File: src/core/bwc_pkg.sv
// Constants and types shared by the bus wait-state control block
package bwc_pkg;

  // ------------------------------------------------------------------
  // Widths and sizes
  // ------------------------------------------------------------------
  localparam int ADDR_W = 20;        // Physical address width
  localparam int DATA_W = 16;        // External data bus width
  localparam int QUEUE_BYTES = 6;    // Prefetch queue depth in bytes
  localparam int QPTR_W = 3;         // Queue pointer width
  localparam int QCNT_W = 3;         // Queue fill count width

  // ------------------------------------------------------------------
  // Reset values
  // ------------------------------------------------------------------
  localparam logic [ADDR_W-1:0] FETCH_ADDR_RST = 20'h0_0000;
  localparam logic [QCNT_W-1:0] QCNT_RST = 3'h0;
  localparam logic [QPTR_W-1:0] QPTR_RST = 3'h0;

  // ------------------------------------------------------------------
  // Bus states and cycle owners
  // ------------------------------------------------------------------
  typedef enum logic [2:0] {
    TS_IDLE,
    TS_T1,
    TS_T2,
    TS_T3,
    TS_TW,
    TS_T4
  } bwc_tstate_t;

  typedef enum logic [1:0] {
    OWN_FETCH,
    OWN_EXEC,
    OWN_DMA
  } bwc_owner_t;

endpackage

File: src/core/bwc_wait_ctrl.sv
// Bus unit wait-state control with ready synchroniser and prefetch queue
module bwc_wait_ctrl (
  input wire logic clock_i,
  input wire logic sys_rst_i,
  input wire logic async_ready_in_i,
  input wire logic sync_ready_in_i,
  input wire logic exec_req_i,
  input wire logic exec_write_i,
  input wire logic exec_word_i,
  input wire logic exec_ign_ready_i,
  input wire logic [bwc_pkg::ADDR_W-1:0] exec_addr_i,
  input wire logic [bwc_pkg::DATA_W-1:0] exec_wdata_i,
  input wire logic dma_req_i,
  input wire logic dma_write_i,
  input wire logic dma_word_i,
  input wire logic dma_ign_ready_i,
  input wire logic [bwc_pkg::ADDR_W-1:0] dma_addr_i,
  input wire logic [bwc_pkg::DATA_W-1:0] dma_wdata_i,
  input wire logic fetch_ign_ready_i,
  input wire logic jump_i,
  input wire logic [bwc_pkg::ADDR_W-1:0] jump_addr_i,
  input wire logic queue_pop_i,
  input wire logic [bwc_pkg::DATA_W-1:0] bus_rdata_i,
  output bwc_pkg::bwc_tstate_t t_state_o,
  output logic bus_start_o,
  output logic [bwc_pkg::ADDR_W-1:0] bus_addr_o,
  output logic bus_write_o,
  output logic bus_word_o,
  output logic [bwc_pkg::DATA_W-1:0] bus_wdata_o,
  output logic exec_ack_o,
  output logic dma_ack_o,
  output logic [bwc_pkg::DATA_W-1:0] rdata_o,
  output logic queue_valid_o,
  output logic [7:0] queue_byte_o
);
  import bwc_pkg::*;

  // ------------------------------------------------------------------
  // Ready path
  // ------------------------------------------------------------------
  logic resolve_reg;
  logic resolve_next;
  logic ready_reg;
  logic ready_next;

  // The live async level bypasses the resolver once it has seen high,
  // so a slow device gets an extra phase to pull ready back low.
  always_comb begin
    resolve_next = async_ready_in_i;
    ready_next = (resolve_reg & async_ready_in_i)
                 | sync_ready_in_i;
  end

  // Ready flop captures every edge; only T3/TW states consume it
  always_ff @(posedge clock_i) begin
    if (sys_rst_i) begin
      resolve_reg <= 1'b0;
      ready_reg <= 1'b0;
    end else begin
      resolve_reg <= resolve_next;
      ready_reg <= ready_next;
    end
  end

  // ------------------------------------------------------------------
  // Bus cycle sequencer and prefetch queue
  // ------------------------------------------------------------------
  bwc_tstate_t state_reg;
  bwc_tstate_t state_next;
  bwc_owner_t owner_reg;
  bwc_owner_t owner_next;
  logic ign_reg;
  logic ign_next;
  logic discard_reg;
  logic discard_next;
  logic [ADDR_W-1:0] addr_reg;
  logic [ADDR_W-1:0] addr_next;
  logic write_reg;
  logic write_next;
  logic word_reg;
  logic word_next;
  logic start_reg;
  logic start_next;
  logic [DATA_W-1:0] wdata_reg;
  logic [DATA_W-1:0] wdata_next;
  logic exec_ack_reg;
  logic exec_ack_next;
  logic dma_ack_reg;
  logic dma_ack_next;
  logic [DATA_W-1:0] rdata_reg;
  logic [DATA_W-1:0] rdata_next;
  logic [ADDR_W-1:0] faddr_reg;
  logic [ADDR_W-1:0] faddr_next;
  logic [7:0] qmem_reg [QUEUE_BYTES];
  logic [7:0] qmem_next [QUEUE_BYTES];
  logic [QPTR_W-1:0] rptr_reg;
  logic [QPTR_W-1:0] rptr_next;
  logic [QPTR_W-1:0] wptr_reg;
  logic [QPTR_W-1:0] wptr_next;
  logic [QCNT_W-1:0] qcnt_reg;
  logic [QCNT_W-1:0] qcnt_next;
  logic qvalid_reg;
  logic qvalid_next;
  logic [7:0] qbyte_reg;
  logic [7:0] qbyte_next;

  // Queue pointer step with wrap at the non power-of-two depth
  function automatic logic [QPTR_W-1:0] ptr_inc(
    input logic [QPTR_W-1:0] p
  );
    return (p == QPTR_W'(QUEUE_BYTES - 1)) ? QPTR_RST : p + 3'h1;
  endfunction

  // Next-state logic: ready decision, queue update, then arbitration.
  // Arbitration looks at the queue after this cycle's push so a full
  // queue is seen before another fetch is launched.
  always_comb begin
    logic rdy_ok;
    logic done;
    logic can_start;
    logic exec_live;
    logic dma_live;
    logic fetch_room;
    rdy_ok = 1'b0;
    done = 1'b0;
    can_start = 1'b0;
    exec_live = 1'b0;
    dma_live = 1'b0;
    fetch_room = 1'b0;
    state_next = state_reg;
    owner_next = owner_reg;
    ign_next = ign_reg;
    discard_next = discard_reg;
    addr_next = addr_reg;
    write_next = write_reg;
    word_next = word_reg;
    wdata_next = wdata_reg;
    start_next = 1'b0;
    exec_ack_next = 1'b0;
    dma_ack_next = 1'b0;
    rdata_next = rdata_reg;
    faddr_next = faddr_reg;
    qmem_next = qmem_reg;
    rptr_next = rptr_reg;
    wptr_next = wptr_reg;
    qcnt_next = qcnt_reg;

    // Pop by the execution unit runs beside bus activity
    if (queue_pop_i && qvalid_reg) begin
      rptr_next = ptr_inc(rptr_reg);
      qcnt_next = qcnt_next - 3'h1;
    end

    // Ready is consulted only in T3 and TW; edges elsewhere are unseen
    rdy_ok = ready_reg | ign_reg;
    case (state_reg)
      TS_T1: begin
        state_next = TS_T2;
      end
      TS_T2: begin
        state_next = TS_T3;
      end
      TS_T3, TS_TW: begin
        if (rdy_ok) begin
          state_next = TS_T4;
          done = 1'b1;
        end else begin
          state_next = TS_TW;
        end
      end
      TS_T4: begin
        state_next = TS_IDLE;
        can_start = 1'b1;
      end
      TS_IDLE: begin
        can_start = 1'b1;
      end
      default: begin
        state_next = TS_IDLE;
      end
    endcase

    // Data is taken at the edge that ends the last T3/TW
    if (done) begin
      rdata_next = bus_rdata_i;
      case (owner_reg)
        OWN_EXEC: begin
          exec_ack_next = 1'b1;
        end
        OWN_DMA: begin
          dma_ack_next = 1'b1;
        end
        default: begin
          if (!discard_reg && !jump_i) begin
            qmem_next[wptr_reg] = bus_rdata_i[7:0];
            wptr_next = ptr_inc(wptr_reg);
            qcnt_next = qcnt_next + 3'h1;
            if (word_reg) begin
              qmem_next[wptr_next] = bus_rdata_i[15:8];
              wptr_next = ptr_inc(wptr_next);
              qcnt_next = qcnt_next + 3'h1;
            end
          end
        end
      endcase
    end

    // A jump empties the queue and drops any fetch still on the bus
    if (jump_i) begin
      rptr_next = QPTR_RST;
      wptr_next = QPTR_RST;
      qcnt_next = QCNT_RST;
      faddr_next = jump_addr_i;
      if (owner_reg == OWN_FETCH && !(state_reg inside {TS_IDLE, TS_T4})) begin
        discard_next = 1'b1;
      end
    end

    // Requests already acknowledged are not restarted in T4
    exec_live = exec_req_i && !exec_ack_reg;
    dma_live = dma_req_i && !dma_ack_reg;
    fetch_room = (qcnt_next <= QCNT_W'(QUEUE_BYTES - 2));

    // Priority: DMA, execution unit, then prefetch; else stay idle
    if (can_start && !jump_i) begin
      if (dma_live) begin
        state_next = TS_T1;
        owner_next = OWN_DMA;
        addr_next = dma_addr_i;
        write_next = dma_write_i;
        word_next = dma_word_i;
        wdata_next = dma_wdata_i;
        ign_next = dma_ign_ready_i;
      end else if (exec_live) begin
        state_next = TS_T1;
        owner_next = OWN_EXEC;
        addr_next = exec_addr_i;
        write_next = exec_write_i;
        word_next = exec_word_i;
        wdata_next = exec_wdata_i;
        ign_next = exec_ign_ready_i;
      end else if (fetch_room) begin
        state_next = TS_T1;
        owner_next = OWN_FETCH;
        addr_next = faddr_next;
        write_next = 1'b0;
        word_next = ~faddr_next[0];
        ign_next = fetch_ign_ready_i;
        faddr_next = faddr_next + ADDR_W'(faddr_next[0] ? 1 : 2);
      end
      start_next = (state_next == TS_T1);
      discard_next = 1'b0;
    end

    // Registered view of the queue head for the execution unit
    qvalid_next = (qcnt_next != QCNT_RST);
    qbyte_next = qmem_next[rptr_next];
  end

  // Register the sequencer and queue state
  always_ff @(posedge clock_i) begin
    if (sys_rst_i) begin
      state_reg <= TS_IDLE;
      owner_reg <= OWN_FETCH;
      ign_reg <= 1'b0;
      discard_reg <= 1'b0;
      addr_reg <= FETCH_ADDR_RST;
      write_reg <= 1'b0;
      word_reg <= 1'b0;
      wdata_reg <= 16'h0000;
      start_reg <= 1'b0;
      exec_ack_reg <= 1'b0;
      dma_ack_reg <= 1'b0;
      rdata_reg <= 16'h0000;
      faddr_reg <= FETCH_ADDR_RST;
      for (int i = 0; i < QUEUE_BYTES; i++) begin
        qmem_reg[i] <= 8'h00;
      end
      rptr_reg <= QPTR_RST;
      wptr_reg <= QPTR_RST;
      qcnt_reg <= QCNT_RST;
      qvalid_reg <= 1'b0;
      qbyte_reg <= 8'h00;
    end else begin
      state_reg <= state_next;
      owner_reg <= owner_next;
      ign_reg <= ign_next;
      discard_reg <= discard_next;
      addr_reg <= addr_next;
      write_reg <= write_next;
      word_reg <= word_next;
      wdata_reg <= wdata_next;
      start_reg <= start_next;
      exec_ack_reg <= exec_ack_next;
      dma_ack_reg <= dma_ack_next;
      rdata_reg <= rdata_next;
      faddr_reg <= faddr_next;
      qmem_reg <= qmem_next;
      rptr_reg <= rptr_next;
      wptr_reg <= wptr_next;
      qcnt_reg <= qcnt_next;
      qvalid_reg <= qvalid_next;
      qbyte_reg <= qbyte_next;
    end
  end

  // ------------------------------------------------------------------
  // Outputs, all straight from flops
  // ------------------------------------------------------------------
  assign t_state_o = state_reg;
  assign bus_start_o = start_reg;
  assign bus_addr_o = addr_reg;
  assign bus_write_o = write_reg;
  assign bus_word_o = word_reg;
  assign bus_wdata_o = wdata_reg;
  assign exec_ack_o = exec_ack_reg;
  assign dma_ack_o = dma_ack_reg;
  assign rdata_o = rdata_reg;
  assign queue_valid_o = qvalid_reg;
  assign queue_byte_o = qbyte_reg;

endmodule

File: config.mk
export PLATFORM = sky130hd
export DESIGN_NAME = bwc_wait_ctrl
export DESIGN_NICKNAME = d
export VERILOG_FILES = /design/src/core/bwc_pkg.sv /design/src/core/bwc_wait_ctrl.sv
export SDC_FILE = /design/constraint.sdc
export NUM_CORES = 1
export LEC_CHECK = 0
export BUFFER_PORTS_ARGS = -buffer_cell sky130_fd_sc_hd__buf_2
export CORE_UTILIZATION = 58
export DETAILED_ROUTE_END_ITERATION = 7
export PLACE_DENSITY = 0.86
export SYNTH_ARGS = -nofsm -noshare
export SYNTH_HDL_FRONTEND = slang
export SYNTH_SLANG_ARGS = --single-unit
File: constraint.sdc
create_clock -name clock_i -period 8.9 [get_ports clock_i]
set_clock_uncertainty 0.2 [all_clocks]
set_input_delay 1.335 -clock clock_i [delete_from_list [all_inputs] [get_ports clock_i]]
set_output_delay 1.335 -clock clock_i [all_outputs]
set_load 0.01 [all_outputs]
==> results.md <==
Synthesis:
- The number of distinct library cells after synthesis is 65.
- Yosys attributes the largest share of cell area to dfxtp_1 (40%), nor2_1 (8.0%), nand2_1 (5.3%).
- Among all cell types in the netlist, the one instantiated most often is nor2_1.
- The proportion of register bits with asynchronous set or reset after synthesis is 0.
- The cell type contributing the most total cell area after synthesis is dfxtp_1.
- Dividing the synthesized area by the synthesized cell count gives approximately 7.9 µm².
- The primary flip-flop cell chosen by synthesis mapping is dfxtp_1.
- The sequential share of the synthesized area is 0.4006.
- In the synthesized netlist, the cells that appear most often are nor2_1 (161), dfxtp_1 (152), nand2_1 (107), clkbuf_1 (59), a21oi_1 (57).
- The synthesized area is between 7000 and 8000 µm².
- Yosys printed 0 warnings.
- Of the post-synthesis cell area, the dominant cell type holds 0.4006.
- The number of enable-type register cells in the synthesized netlist is 0.
- The synthesized design contains approximately 150 register bits.
- The net count of the mapped netlist is about 1100.
- The count of mapped cells out of synthesis is a little under 1000.

STA:
- In the finished design, the share of the clock period the worst path needs comes to 0.4385.
- After routing, the total negative slack on setup checks comes to 0 ns.
- The post-route worst setup slack is approximately 5 ns.
- Timing would allow up to approximately 260 MHz.
- The number of setup violations in the final report is 0.
- The final hold slack is between 0.2 and 0.3 ns.
- Measured against its own limit, the worst slew margin works out to 0.1963.
- The shortest clock period the worst path allows after layout is 3.903 ns.
- At the pin with the least slew margin, the transition time is 1.204 ns.
- The number of failing hold endpoints at the final stage is 0.
- Setup repair after global routing left no endpoint under its margin.
- The count of final max-slew check failures came to 0.

CTS:
- After clock tree synthesis, the flow added hold-fix buffers numbering 0.
- The CTS buffer count is 17.
- No sink is reached through more buffers than the 2 on the longest clock path.
- CTS built an H-tree with a depth of 4.
- The number of gates given a new drive strength after cts is 0.
- The later pin in the worst-skew pair is clocked with a latency of between 0.4 and 0.5 ns.
- The root buffer cell is clkbuf_16.
- The number of sinks on the clock net is roughly 150.
- The buffer count from post-CTS setup fixing is 0.
- TritonCTS built the clock tree.
- The clock-pin transition on the worst setup and hold timing paths is 0.06 ns.

GRT:
- The number of antenna violations at the first check in global routing is 0.
- The number of global-route vias before repair is 6810.
- The wire length of the first global-routing pass is 32890 µm.
- For this run, the total global-route usage over all layers was measured as 0.3108.
- The total overflow left after global routing is 0.
- Entering global routing, the biggest net connects 82 pins.

Floorplan:
- The starting utilization of the core area is 0.5995.
- The die is roughly 120 µm wide.
- The floorplan step defined a core boundary enclosing approximately 13000 µm².
- Row generation in the floorplan step produced 41 rows.
- The height of the die is 116.4 µm.
- The die outline area is ~14000 µm².
- In this run the count of I/O pins placed on the die edge is approximately 190.

Worst setup path:
- Along the worst path, the maximum fanout reaches 50.
- The worst endpoint data arrival time is between 4 and 5 ns.
- The endpoint of the worst register-to-register path is faddr_reg[11].
- Counting cells, the worst reg-to-reg path comes to 9.
- The type of the worst setup path is input port to register.
- STA classifies the critical path endpoint as a register.
- The reg-to-reg startpoint is qcnt_reg[0].
- The startpoint type of the worst setup path is an input port.
- The last element of the critical path is faddr_reg[9].
- STA puts the critical path data required time at ~9.0 ns.
- The setup check on the worst reg-to-reg path leaves a slack of between 5 and 6 ns.
- The critical path starts at jump_i.

Drt:
- The final routed DRC violation total is 0.
- The total detailed-routing wirelength is between 20000 and 25000 µm.
- The detailed router finished its first iteration with 689 violations.
- In this run the remaining antenna-violating nets after routing total 0.
- The detailed router placed a little under 8000 vias in this run.
- In the final routed layout, each cell accounts on average for around 17 µm.
- Dividing the detail-routed via count by the number of cells gives just under 6.
- The first detailed-routing pass took 5 iterations.

Pwr:
- For this design the static power due to leakage is 3.679 nW.
- The share of total power in the clock network is 0.376.
- VDD sags by at most 0.1219 mV.
- Of the total power, combinational logic draws 0.201.
- The register share of total power is 0.423.
- The net switching power of the design is about 0.54 mW.
- In this run the power density over the cells is around 200 nW/µm².
- The internal power of the cells totals 1.307 mW.
- Of the total power, the share spent switching nets is 0.2931.

Worst hold path:
- The number of instances on the worst hold path is 2.
- The worst hold path class is register to register.

Placed design:
- After detailed placement, the design holds a cell count of about 1300.
- The worst setup timing slack at the placement stage is roughly 4.6 ns.
- Once detailed placement completed, the half-perimeter wirelength came to ~15000 µm.
- At the end of routability-driven placement, the weighted congestion stood at between 0.9 and 1.
- The count of buffers from port buffering is around 190.

Final layout:
- The final antenna diode count is 0.
- For this run, the number of standard cells in the final layout without fillers is 1292.
- The number of flip-flops under the largest register name is 48.
- The fraction of layout instances using a drive strength above 1 is 0.2286.
- The area added between synthesis and finish is 20.08%.
- The count of nets after finishing is roughly 1200.

Flow run:
- The tool flagged a number of max-cap violations equal to 0.

Outcome:
- The run finished with clean final reports.
final cells by class:
| type | instances | area [µm²] |
|---|---|---|
| Sequential cell | 152 | 3043 |
| Multi-Input combinational cell | 728 | 4239 |
| Timing Repair Buffer | 199 | 1018 |
| Tap cell | 172 | 215.2 |
| Inverter | 9 | 33.78 |
| Clock inverter | 7 | 66.31 |
| Fill cell | 986 | 3550 |
| Clock buffer | 25 | 505.5 |
placed cells by master, fill, tap and decap left out, types with 17 or more instances in the layout:
master	Yosys	routed
nor2b_1	35	34
o21ai_0	30	30
buf_2	9	190
nor3_1	41	41
nor2_1	161	160
o22ai_1	18	18
a311oi_1	18	18
nand2_1	107	107
dfxtp_1	152	152
nand2b_1	22	22
clkbuf_16	0	17
a21oi_1	57	57
mux2i_1	17	17
a211oi_1	39	39
worst max-delay path, stage by stage:
cell	delay, ns
buf_2	0.10
buf_4	0.30
nor3_1	0.32
o211ai_2	0.37
a21oi_1	0.34
a21oi_4	0.13
o211ai_1	0.66
nor3_1	0.13
mux2_2	0.30
power groups by stage:
stage	clock network [mW]	logic [mW]	registers (mW)
final	0.696	0.371	0.782
after global routing	0.727	0.409	0.789
after CTS	0.697	0.368	0.781
after detailed placement	0	0.366	0.796
after global placement	0	0.358	0.793
after floorplan	0	0.221	0.805
cells by family (layout without fill, tap and decap cells):
logic type,after synthesis,count (layout),synth area share
xor+xnor,12,12,0.01384
flops,152,152,0.4006
fa+ha+maj,6,6,0.009883
compound gates,254,254,0.2346
simple gates,429,429,0.2604
mux,27,27,0.03723
buf+inv,83,240,0.04348
worst min path at each step:
stage	end	slack, ns	startpoint
2_1_floorplan	ready_reg	0.23	resolve_reg
3_3_place_gp	rdata_o[2]	0.24	rdata_o[2]
3_5_place_dp	rdata_o[11]	0.24	rdata_o[11]
4_1_cts	rdata_o[11]	0.25	rdata_o[11]
5_1_grt	rdata_o[12]	0.27	rdata_o[12]
6_report	rdata_o[11]	0.25	rdata_o[11]
metal layers:
metal  part of all wire  vias up  GRT usage  routed length (µm)
li1                   -     3722          -                   -
met1               0.41     3592     0.3685                8754
met2               0.49      344     0.5349               10620
met3              0.073       50    0.07058                1566
met4              0.026        0     0.1410                 555
met5                  0        -          0                   0
through the flow:
stage | instance area, µm² | power, mW | utilization
after global placement | 8549 | 1.151 | 0.6747
after CTS | 9121 | 1.846 | 0.7199
after floorplan | 7596 | 1.025 | -
after global routing | 9121 | 1.925 | 0.7199
after detailed placement | 8549 | 1.161 | 0.6747
final | 9121 | 1.849 | 0.7199
(Power assumes the default switching activity.)
